[config.mk]
export PLATFORM = sky130hd
export DESIGN_NAME = rfm_rx_link_monitor
export DESIGN_NICKNAME = d
export VERILOG_FILES = /design/src/rfm_pkg.sv /design/src/rfm_rx_link_monitor.sv
export SDC_FILE = /design/constraint.sdc
export NUM_CORES = 1
export LEC_CHECK = 0
export BUFFER_PORTS_ARGS = -buffer_cell sky130_fd_sc_hd__buf_2
export CORE_ASPECT_RATIO = 2
export CORE_MARGIN = 3
export CORE_UTILIZATION = 45
export DETAILED_ROUTE_END_ITERATION = 10
export MAX_ROUTING_LAYER = met4
export PLACE_DENSITY_LB_ADDON = 0.15
export SYNTH_ARGS = -nofsm -noshare
export SYNTH_HDL_FRONTEND = slang
export SYNTH_SLANG_ARGS = --single-unit
[constraint.sdc]
create_clock -name core_clk -period 5.05 [get_ports core_clk]
set_clock_uncertainty 0.2 [all_clocks]
set_input_delay 1.01 -clock core_clk [delete_from_list [all_inputs] [get_ports core_clk]]
set_output_delay 1.01 -clock core_clk [all_outputs]
set_load 0.02 [all_outputs]
[src/rfm_pkg.sv]
// Purpose: Shared constants and types for the receive link fault and range monitor.
// Assumes: One core clock at 100 MHz; serial inputs are sampled once per bit time.
// Notes:   Counts are derived from the figures held here.
package rfm_pkg;

    ////////////////////////////////////////////////////////////////////////////////
    localparam int unsigned CLK_PERIOD_NS    = 10;
    localparam int unsigned RANGE_INTERVAL   = 4096;
    localparam int unsigned RANGE_PPM_LIMIT  = 1500;
    localparam int unsigned PPM_SCALE        = 1000000;
    localparam int unsigned CHAR_BITS        = 10;
    localparam int unsigned MAX_RUN_CHARS    = 6;
    localparam int unsigned MAX_RUN_BITS     = MAX_RUN_CHARS * CHAR_BITS;
    localparam int unsigned REF_WINDOW       = 16;
    localparam int unsigned REENABLE_TIME_MS = 2;

    ////////////////////////////////////////////////////////////////////////////////
    localparam logic [1:0] AMP_DETECT_OFF = 2'h0;
    localparam logic [1:0] SPEED_LOW      = 2'h0;
    localparam logic [1:0] SPEED_MID      = 2'h1;
    localparam logic [1:0] SPEED_HIGH     = 2'h2;
    localparam logic       TRAIN_FULL     = 1'h0;
    localparam logic       TRAIN_HALF     = 1'h1;

    localparam logic       FAULT_N_RESET  = 1'h0;
    localparam logic [6:0] RUN_RESET      = 7'h00;
    localparam logic [4:0] REF_RESET      = 5'h00;

    typedef enum logic {
        RFM_MONITOR,
        RFM_FORCE
    } rfm_range_e;

endpackage

[src/rfm_rx_link_monitor.sv]
// Purpose: Per-channel input selection, signal detect, range control and power enable.
// Assumes: All inputs are synchronous to core_clk; clock pins are sampled as levels.
// Notes:   Analog amplitude is supplied as a quantised level per line receiver.
`timescale 1ns/1ns

module rfm_rx_link_monitor
    import rfm_pkg::*;
#(
    parameter int unsigned CHANNELS       = 4,
    parameter int unsigned RANGE_INTERVAL = rfm_pkg::RANGE_INTERVAL
) (
    input  wire logic                     core_clk,
    input  wire logic                     rst,
    input  wire logic [CHANNELS-1:0]      primary_serial_in,
    input  wire logic [CHANNELS-1:0]      secondary_serial_in,
    input  wire logic [CHANNELS-1:0][1:0] primary_amplitude_level,
    input  wire logic [CHANNELS-1:0][1:0] secondary_amplitude_level,
    input  wire logic [CHANNELS-1:0]      input_select,
    input  wire logic [1:0]               amplitude_threshold_sel,
    input  wire logic [CHANNELS-1:0]      local_control_override,
    input  wire logic [CHANNELS-1:0]      training_clock,
    input  wire logic [CHANNELS-1:0]      recovered_clock,
    input  wire logic [CHANNELS-1:0][1:0] speed_band_sel,
    input  wire logic [CHANNELS-1:0]      training_rate_sel,
    input  wire logic [CHANNELS-1:0]      receive_power_enable,
    output logic      [CHANNELS-1:0]      recovery_serial_data,
    output logic      [CHANNELS-1:0]      link_fault_n,
    output logic      [CHANNELS-1:0]      clock_data_recovery_follow_training,
    output logic      [CHANNELS-1:0]      recovery_enabled
);
    import rfm_pkg::*;

    ////////////////////////////////////////////////////////////////////////////////
    // Expected training edges per interval and the ppm tolerance, rounded down.
    localparam int unsigned WIN_W    = $clog2(RANGE_INTERVAL + 1);
    localparam int unsigned EXP_FULL = RANGE_INTERVAL;
    localparam int unsigned EXP_HALF = RANGE_INTERVAL / 2;
    localparam int unsigned TOL_FULL = (EXP_FULL * RANGE_PPM_LIMIT) / PPM_SCALE;
    localparam int unsigned TOL_HALF = (EXP_HALF * RANGE_PPM_LIMIT) / PPM_SCALE;
    localparam logic [WIN_W-1:0] WIN_LAST   = WIN_W'(RANGE_INTERVAL - 1);
    localparam logic [WIN_W-1:0] EXP_FULL_W = WIN_W'(EXP_FULL);
    localparam logic [WIN_W-1:0] EXP_HALF_W = WIN_W'(EXP_HALF);
    localparam logic [WIN_W-1:0] TOL_FULL_W = WIN_W'(TOL_FULL);
    localparam logic [WIN_W-1:0] TOL_HALF_W = WIN_W'(TOL_HALF);
    localparam logic [6:0]       RUN_LIMIT  = 7'(MAX_RUN_BITS);
    localparam logic [4:0]       REF_LIMIT  = 5'(REF_WINDOW);

    ////////////////////////////////////////////////////////////////////////////////
    for (genvar ch = 0; ch < CHANNELS; ch++) begin : g_chan
        rfm_range_e       state_reg,     state_next;
        logic             range_ok_reg,  range_ok_next;
        logic [WIN_W-1:0] win_cnt_reg,   win_cnt_next;
        logic [WIN_W-1:0] trn_cnt_reg,   trn_cnt_next;
        logic [6:0]       run_cnt_reg,   run_cnt_next;
        logic [4:0]       ref_cnt_reg,   ref_cnt_next;
        logic             data_prev_reg, data_prev_next;
        logic             rec_prev_reg,  rec_prev_next;
        logic             trn_prev_reg,  trn_prev_next;
        logic             fault_n_reg,   fault_n_next;
        logic             sel_data_reg,  sel_data_next;
        logic             power_reg,     power_next;
        logic             sel_data;
        logic [1:0]       sel_level;
        logic             rec_edge;
        logic             trn_edge;
        logic             amp_ok;
        logic             trans_ok;
        logic             ref_ok;
        logic             reserved;
        logic [WIN_W-1:0] expected;
        logic [WIN_W-1:0] tolerance;
        logic [WIN_W-1:0] deviation;
        logic [WIN_W-1:0] win_trn;
        logic             valid;

        always_comb begin
            sel_data  = input_select[ch] ? primary_serial_in[ch]
                                         : secondary_serial_in[ch];
            sel_level = input_select[ch] ? primary_amplitude_level[ch]
                                         : secondary_amplitude_level[ch];
            rec_edge  = recovered_clock[ch] & ~rec_prev_reg;
            trn_edge  = training_clock[ch] & ~trn_prev_reg;
            amp_ok    = (amplitude_threshold_sel == AMP_DETECT_OFF) ||
                        (sel_level >= amplitude_threshold_sel);
            trans_ok  = run_cnt_reg <= RUN_LIMIT;
            ref_ok    = ref_cnt_reg < REF_LIMIT;
            // The low band cannot be trained at half rate, nor can an unused band code.
            reserved  = ((speed_band_sel[ch] == SPEED_LOW) &&
                         (training_rate_sel[ch] == TRAIN_HALF)) ||
                        (speed_band_sel[ch] > SPEED_HIGH);
            expected  = (training_rate_sel[ch] == TRAIN_HALF) ? EXP_HALF_W
                                                              : EXP_FULL_W;
            tolerance = (training_rate_sel[ch] == TRAIN_HALF) ? TOL_HALF_W : TOL_FULL_W;
            // The edge that closes a window counts in it, so every window is equally long.
            win_trn   = trn_edge ? trn_cnt_reg + WIN_W'(1) : trn_cnt_reg;
            deviation = (win_trn > expected) ? win_trn - expected
                                             : expected - win_trn;
            valid     = power_reg && amp_ok && trans_ok && ref_ok &&
                        range_ok_reg && !local_control_override[ch] &&
                        (state_reg == RFM_MONITOR);

            data_prev_next = sel_data;
            rec_prev_next  = recovered_clock[ch];
            trn_prev_next  = training_clock[ch];
            sel_data_next  = sel_data;
            power_next     = receive_power_enable[ch];
            state_next     = state_reg;
            range_ok_next  = range_ok_reg;
            win_cnt_next   = win_cnt_reg;
            trn_cnt_next   = win_trn;
            fault_n_next   = fault_n_reg;

            // Each core cycle is one bit time; the run counter saturates past the limit.
            if (sel_data != data_prev_reg) begin
                run_cnt_next = RUN_RESET;
            end else if (run_cnt_reg <= RUN_LIMIT) begin
                run_cnt_next = run_cnt_reg + 7'h01;
            end else begin
                run_cnt_next = run_cnt_reg;
            end

            if (trn_edge) begin
                ref_cnt_next = REF_RESET;
            end else if (rec_edge && ref_cnt_reg < REF_LIMIT) begin
                ref_cnt_next = ref_cnt_reg + 5'h01;
            end else begin
                ref_cnt_next = ref_cnt_reg;
            end

            if (rec_edge) begin
                if (win_cnt_reg == WIN_LAST) begin
                    win_cnt_next = '0;
                    trn_cnt_next = '0;
                    unique case (state_reg)
                        RFM_MONITOR: begin
                            if (reserved || deviation > tolerance) begin
                                state_next    = RFM_FORCE;
                                range_ok_next = 1'b0;
                            end else begin
                                range_ok_next = 1'b1;
                            end
                        end
                        RFM_FORCE: begin
                            // Release and judge lock over the next whole interval.
                            state_next    = RFM_MONITOR;
                            range_ok_next = 1'b0;
                        end
                    endcase
                end else begin
                    win_cnt_next = win_cnt_reg + WIN_W'(1);
                end
                fault_n_next = valid;
            end

            if (state_next == RFM_FORCE) begin
                fault_n_next = 1'b0;
            end

            // A powered-down channel starts afresh, so re-enable always relocks.
            if (!receive_power_enable[ch] || !power_reg) begin
                state_next    = RFM_MONITOR;
                range_ok_next = 1'b0;
                win_cnt_next  = '0;
                trn_cnt_next  = '0;
                fault_n_next  = 1'b0;
            end
        end

        always_ff @(posedge core_clk) begin
            if (rst) begin
                state_reg     <= RFM_MONITOR;
                range_ok_reg  <= 1'b0;
                win_cnt_reg   <= '0;
                trn_cnt_reg   <= '0;
                run_cnt_reg   <= RUN_RESET;
                ref_cnt_reg   <= REF_RESET;
                data_prev_reg <= 1'b0;
                rec_prev_reg  <= 1'b0;
                trn_prev_reg  <= 1'b0;
                fault_n_reg   <= FAULT_N_RESET;
                sel_data_reg  <= 1'b0;
                power_reg     <= 1'b0;
            end else begin
                state_reg     <= state_next;
                range_ok_reg  <= range_ok_next;
                win_cnt_reg   <= win_cnt_next;
                trn_cnt_reg   <= trn_cnt_next;
                run_cnt_reg   <= run_cnt_next;
                ref_cnt_reg   <= ref_cnt_next;
                data_prev_reg <= data_prev_next;
                rec_prev_reg  <= rec_prev_next;
                trn_prev_reg  <= trn_prev_next;
                fault_n_reg   <= fault_n_next;
                sel_data_reg  <= sel_data_next;
                power_reg     <= power_next;
            end
        end

        assign recovery_serial_data[ch]                = sel_data_reg;
        assign link_fault_n[ch]                        = fault_n_reg;
        assign clock_data_recovery_follow_training[ch] = (state_reg == RFM_FORCE);
        assign recovery_enabled[ch]                    = power_reg;
    end

endmodule // rfm_rx_link_monitor

# Word level (Yosys, flattened, before mapping)
# Cells that the tools add are included.
# W data, S select, Z words.
# totals
register_bits	180
wordCells	265
input_bits	60
# op_classes
addsub	24
order_cmp	24
bitwise_logic	20
eq_ne	8
mux	60
reduce_logical	85
# op_table
op	n
$mux W13	24
$add A13 B1 Y13 const B	8
$sub A13 B13 Y13	8
$eq A13 B12 Y1 const B	4
$gt A13 B13 Y1	4
$gt A13 B3 Y1	4
$logic_and A1 B1 Y1	32
$add A7 B1 Y7 const B	4
$le A7 B6 Y1 const B	4
$reduce_or A2 Y1	12
$add A5 B1 Y5 const B	4
$lt A5 B5 Y1 const B	4
$mux W1	20
$logic_or A1 B1 Y1	16
$pmux W1 S2	8
$logic_not A1 Y1	12
$mux W3	4
$not A1 Y1	12
$reduce_or A3 Y1	4
$logic_not A2 Y1	5
$and A1 B1 Y1	8
$ge A2 B2 Y1	4
$gt A2 B2 Y1 const B	4
$mux W2	4
2 further kinds	8

# Longest topological paths before layout
# logic_depth
depth_word	12
ltp_mapped	21
depth_no_buf	19

# Worst setup path before layout
# Ideal clock, no wire load.
# synth_path
path_kind	input port to flip-flop
from	input training_clock[3]
to	register g_chan[3].state_reg
stages	20
required_time_ns	4.732
n_path_buf	2
slack_ns	0.196
arrival_ns	4.536
setup_time_ns	0.118
path_cell_list	nand4b_4 clkbuf_1 nor4_1 xnor2_1 ha_1 fa_1 clkbuf_1 inv_1 nor2_1 xnor2_1 ha_1 nand2_1 mux2i_1 nand2_1 nor3_1 a311o_1 nand4_1 a2111oi_0 and4b_1 o21ai_1
# synth_between
elab_chain_len	10
elab_cells_between_ends	12
# synth_lines
item	line_no	source
start, declared	rfm_rx_link_monitor.sv:21	input wire logic [CHANNELS-1:0] training_clock,
$and A1 B1 Y1 *	rfm_rx_link_monitor.sv:82	trn_edge = training_clock[ch] & ~trn_prev_reg;
$mux W13 *	rfm_rx_link_monitor.sv:95	win_trn = trn_edge ? trn_cnt_reg + WIN_W'(1) : trn_cnt_reg;
$sub A13 B13 Y13 (tied with other cells)	rfm_rx_link_monitor.sv:97	: expected - win_trn;
$mux W13 *	rfm_rx_link_monitor.sv:96	deviation = (win_trn > expected) ? win_trn - expected
$gt A13 B3 Y1 *	rfm_rx_link_monitor.sv:136	if (reserved || deviation > tolerance) begin
$logic_or A1 B1 Y1 *	rfm_rx_link_monitor.sv:136	
$mux W1 *	rfm_rx_link_monitor.sv:136	
$pmux W1 S2 *	rfm_rx_link_monitor.sv:134	unique case (state_reg)
$mux W1 *	rfm_rx_link_monitor.sv:131	if (win_cnt_reg == WIN_LAST) begin
$mux W1 *	rfm_rx_link_monitor.sv:130	if (rec_edge) begin
end signal, assigned	rfm_rx_link_monitor.sv:184	state_reg <= state_next;
end, declared	rfm_rx_link_monitor.sv:50	rfm_range_e state_reg, state_next;
# Every way passes the cells marked *; elsewhere a longest branch is shown, timed or not.
# A chain may end at the register's enable or synchronous reset.

# Worst setup path after layout
# layout_path
from	register g_chan[0].trn_cnt_reg[0]
to	register g_chan[0].range_ok_reg
# layout_between
elab_chain_len	8
elab_cells_between_ends	10
# layout_lines
item	line_no	source
start, declared	rfm_rx_link_monitor.sv:53	logic [WIN_W-1:0] trn_cnt_reg, trn_cnt_next;
start signal, assigned	rfm_rx_link_monitor.sv:187	trn_cnt_reg <= trn_cnt_next;
$add A13 B1 Y13	rfm_rx_link_monitor.sv:95	
$mux W13 *	rfm_rx_link_monitor.sv:95	
$sub A13 B13 Y13 (tied with other cells)	rfm_rx_link_monitor.sv:97	
$mux W13 *	rfm_rx_link_monitor.sv:96	
$gt A13 B3 Y1 *	rfm_rx_link_monitor.sv:136	
$logic_or A1 B1 Y1 *	rfm_rx_link_monitor.sv:136	
$mux W1 *	rfm_rx_link_monitor.sv:136	
$pmux W1 S2 *	rfm_rx_link_monitor.sv:134	
end signal, assigned	rfm_rx_link_monitor.sv:185	range_ok_reg <= range_ok_next;
end, declared	rfm_rx_link_monitor.sv:51	logic range_ok_reg, range_ok_next;
# Marks and branches as above.

==> results.py <==
metrics = {
    "placed_design": {
        "gp_congestion": 0.925,
        "pre_cts_ws_ns": 0.138,
        "portBuffers": 75,
        "dpl.hpwl_um": 22200,
        "place_inst": 1735,
        "placed_area_mm2": 0.0120,
    },
    "detailed_routing": {
        "num_vias": 9923,
        "dr.pass1.iters": 5,
        "ant_nets": 0,
        "dr.first_iter.drc_count": 539,
        "wl_met3_um": 764,
        "met1_length_um": 10800,
        "wl_per_cell_um": 16.2,
        "route.met2.wl_um": 15700,
        "drc": 0,
        "wl_um": 28600,
        "vias_per_cell": 5.62,
        "highest_layer": "met4",
    },
    "global_routing": {
        "grt_max_degree": 25,
        "grt_pass1_wl_um": 47200,
        "grt_pass1_vias": 9990,
        "overflow": 0,
        "track_usage": 0.216,
        "grt_antenna_before_repair": 0,
    },
    "sta": {
        "fin_tns_setup_ns": 0,
        "post-route-min-period_ns": 4.50,
        "maxSlewViolCount": 0,
        "post-route-period-util": 0.890,
        "fmax_mhz": 222,
        "layout_setup_ws_ns": 0.554,
        "setup_violations": 0,
        "worstMarginPinSlew_ns": 0.855,
        "finalHoldViolations": 0,
        "holdWs_ns": 0.248,
        "rsz0062_at_grt": "false",
        "slew_headroom": 0.428,
    },
    "synthesis": {
        "syn-cell-area_mm2": 0.0114,
        "syn_area_per_cell_um2": 8.32,
        "ys_types": 101,
        "synthCells": 1367,
        "yosys_warnings": 0,
        "synth_sequential_area_ratio": 0.317,
        "ys_seq_elements": 180,
        "synth_edf_count": 0,
        "ys.flop_type": "dfxtp_1",
        "synth_fp_nets": 1483,
        "synthArstFlopShare": 0,
    },
    "clocking": {
        "ctsResizeCount": 0,
        "h-tree-depth": 4,
        "cts_tree": "built",
        "hold_buffers": 0,
        "clkSlewWorstSetupHoldPaths_ns": 0.07,
        "clock_sinks": 180,
        "clockBufferDepth": 2,
        "post-cts-setup-buffers": 0,
        "clock_latency_ns": 0.45,
        "cts-buffers-inserted": 17,
        "clock-root-buffer": "clkbuf_16",
    },
    "power_and_ir_drop": {
        "sw_frac_of_total": 0.262,
        "finalPower_mw": 3.15,
        "combPwrFrac": 0.104,
        "p_seq_frac": 0.461,
        "max-vdd-ir-drop_uv": 176,
        "p_clk_frac": 0.434,
        "power.switching_uw": 823,
        "intPower_mw": 2.32,
        "power.density_mw_per_mm2": 250,
        "leakage_nw": 4.72,
    },
    "finish": {
        "fin_util": 0.511,
        "layout.cells.non_filler": 1767,
        "final_cell_mix": "nor2_1 (219), dfxtp_1 (180), nand2_1 (99)",
        "fin_area_mm2": 0.0126,
        "final_common_cell": "nor2_1",
        "drive_gt1_frac": 0.137,
        "nFillCells": 2434,
        "antennaDiodeCount": 0,
        "area_growth_pct": 10.6,
        "multi_input_area_mm2": 0.00726,
        "ff_latch_area_mm2": 0.00360,
        "nets": 1538,
    },
    "floorplanning": {
        "ioPinCount": 76,
        "start_util": 0.462,
        "core_region_area_mm2": 0.0246,
        "die_y_um": 231,
        "die_w_um": 118,
        "rows": 81,
        "die-area_mm2": 0.0273,
    },
    "worst_setup_path": {
        "worstPathArrival_ns": 4.68,
        "cp_max_fo": 7,
        "regToRegSetupSlack_ns": 0.55,
        "crit_type": "reg2reg",
        "required_ns": 5.23,
        "cp-start-kind": "register",
        "timing.rr.start": "g_chan[0].trn_cnt_reg[0]",
        "crit_path_end_kind": "register",
        "r2r-end": "g_chan[0].range_ok_reg",
        "crit_start": "g_chan[0].trn_cnt_reg[0]",
        "r2r_cells": 19,
    },
    "hold_path": {
        "worstHoldPathCells": 2,
        "worstHoldStart": "g_chan[2].win_cnt_reg[12]",
        "min_path_type": "reg2reg",
        "min_to": "g_chan[2].win_cnt_reg[12]",
    },
    "flow_run": {
        "maxCapViolations": 0,
    },
    "outcome": {
        "run_status": "finished, final reports clean",
    },
}
-- cells in the mapped netlist, types with 4 or more instances --
library cell / count / area share
nor2_1: 219 / 0.072
dfxtp_1: 180 / 0.32
nand2_1: 99 / 0.033
xnor2_1: 72 / 0.055
xor2_1: 65 / 0.050
ha_1: 52 / 0.057
a21oi_1: 49 / 0.022
inv_1: 45 / 0.015
nand3_1: 45 / 0.020
nand4_1: 38 / 0.021
o21ai_0: 34 / 0.015
mux2i_1: 30 / 0.026
nor3_1: 29 / 0.013
nand2b_1: 24 / 0.013
and3_1: 23 / 0.013
nor2b_1: 23 / 0.013
clkbuf_1: 22 / 0.0073
buf_4: 21 / 0.014
or3_1: 19 / 0.010
buf_2: 15 / 0.0066
nor4_1: 15 / 0.0082
a31oi_1: 14 / 0.0077
and2_1: 13 / 0.0071
mux2_2: 13 / 0.013
a211oi_1: 12 / 0.0079
or2_2: 11 / 0.0060
and4_1: 9 / 0.0069
nand3b_1: 9 / 0.0059
nor3b_1: 8 / 0.0053
a41oi_1: 6 / 0.0046
o2111ai_1: 5 / 0.0038
o21a_1: 5 / 0.0033
o22ai_1: 5 / 0.0027
o31ai_1: 5 / 0.0033
a22oi_1: 4 / 0.0026
a31o_2: 4 / 0.0031
and4b_1: 4 / 0.0035
fa_1: 4 / 0.0070
nor4b_1: 4 / 0.0031
o211ai_1: 4 / 0.0026
o21ai_1: 4 / 0.0018
o31a_1: 4 / 0.0031
o32ai_1: 4 / 0.0031
or4_1: 4 / 0.0026
or4b_2: 4 / 0.0035
-- worst max-delay path, cell delays in order, from the launching register on --
cell	delay (ns)
dfxtp_1	0.45
ha_1	0.33
and3b_1	0.26
and3_4	0.26
nand3_1	0.10
xor2_1	0.19
inv_1	0.07
ha_1	0.33
nand3_1	0.12
nor4_2	0.26
a41oi_4	0.15
nor2_1	0.13
xnor2_1	0.08
ha_1	0.33
nand2b_1	0.06
mux2_2	0.26
o32ai_1	0.15
o2111ai_1	0.16
or4_1	0.42
a21oi_1	0.14
-- logic make-up after synthesis --
kind of cell / Yosys count / share of synthesized area
simple gates: 630 / 0.289
compound gates: 213 / 0.138
flops: 180 / 0.317
xor+xnor: 137 / 0.105
buf+inv: 107 / 0.0453
fa+ha+maj: 56 / 0.0642
mux: 44 / 0.0412
-- layer usage --
layer / track usage / up-vias
li1: - / 4948
met1: 0.205 / 4700
met2: 0.413 / 190
met3: 0.0341 / 85
met4: 0.114 / 0
met5: - / -
-- how the worst max path moves through the flow --
stage,endpoint,depth (start not counted)
4_1_cts,g_chan[0].range_ok_reg,19
6_report,g_chan[0].range_ok_reg,19
3_5_place_dp,g_chan[3].state_reg,19
2_1_floorplan,g_chan[3].state_reg,20
5_1_grt,g_chan[0].range_ok_reg,19
3_3_place_gp,g_chan[0].range_ok_reg,19
-- power groups by stage --
stage / combinational [mW] / clock, mW / sequential [mW]
6_report: 0.328 / 1.37 / 1.45
2_1_floorplan: 0.227 / 0 / 1.48
5_1_grt: 0.369 / 1.45 / 1.45
4_1_cts: 0.331 / 1.40 / 1.45
3_5_place_dp: 0.330 / 0 / 1.48
3_3_place_gp: 0.324 / 0 / 1.48
-- layout make-up --
cell class | count | share of cell area
multi-input cells | 1080 | 0.577
flip-flops and latches | 180 | 0.286
repair buffers | 98 | 0.0436
clock buffers | 18 | 0.0349
well taps | 332 | 0.0330
inverters | 45 | 0.0134
clock inverters | 14 | 0.0119
Power figures use the tool's default switching activity.
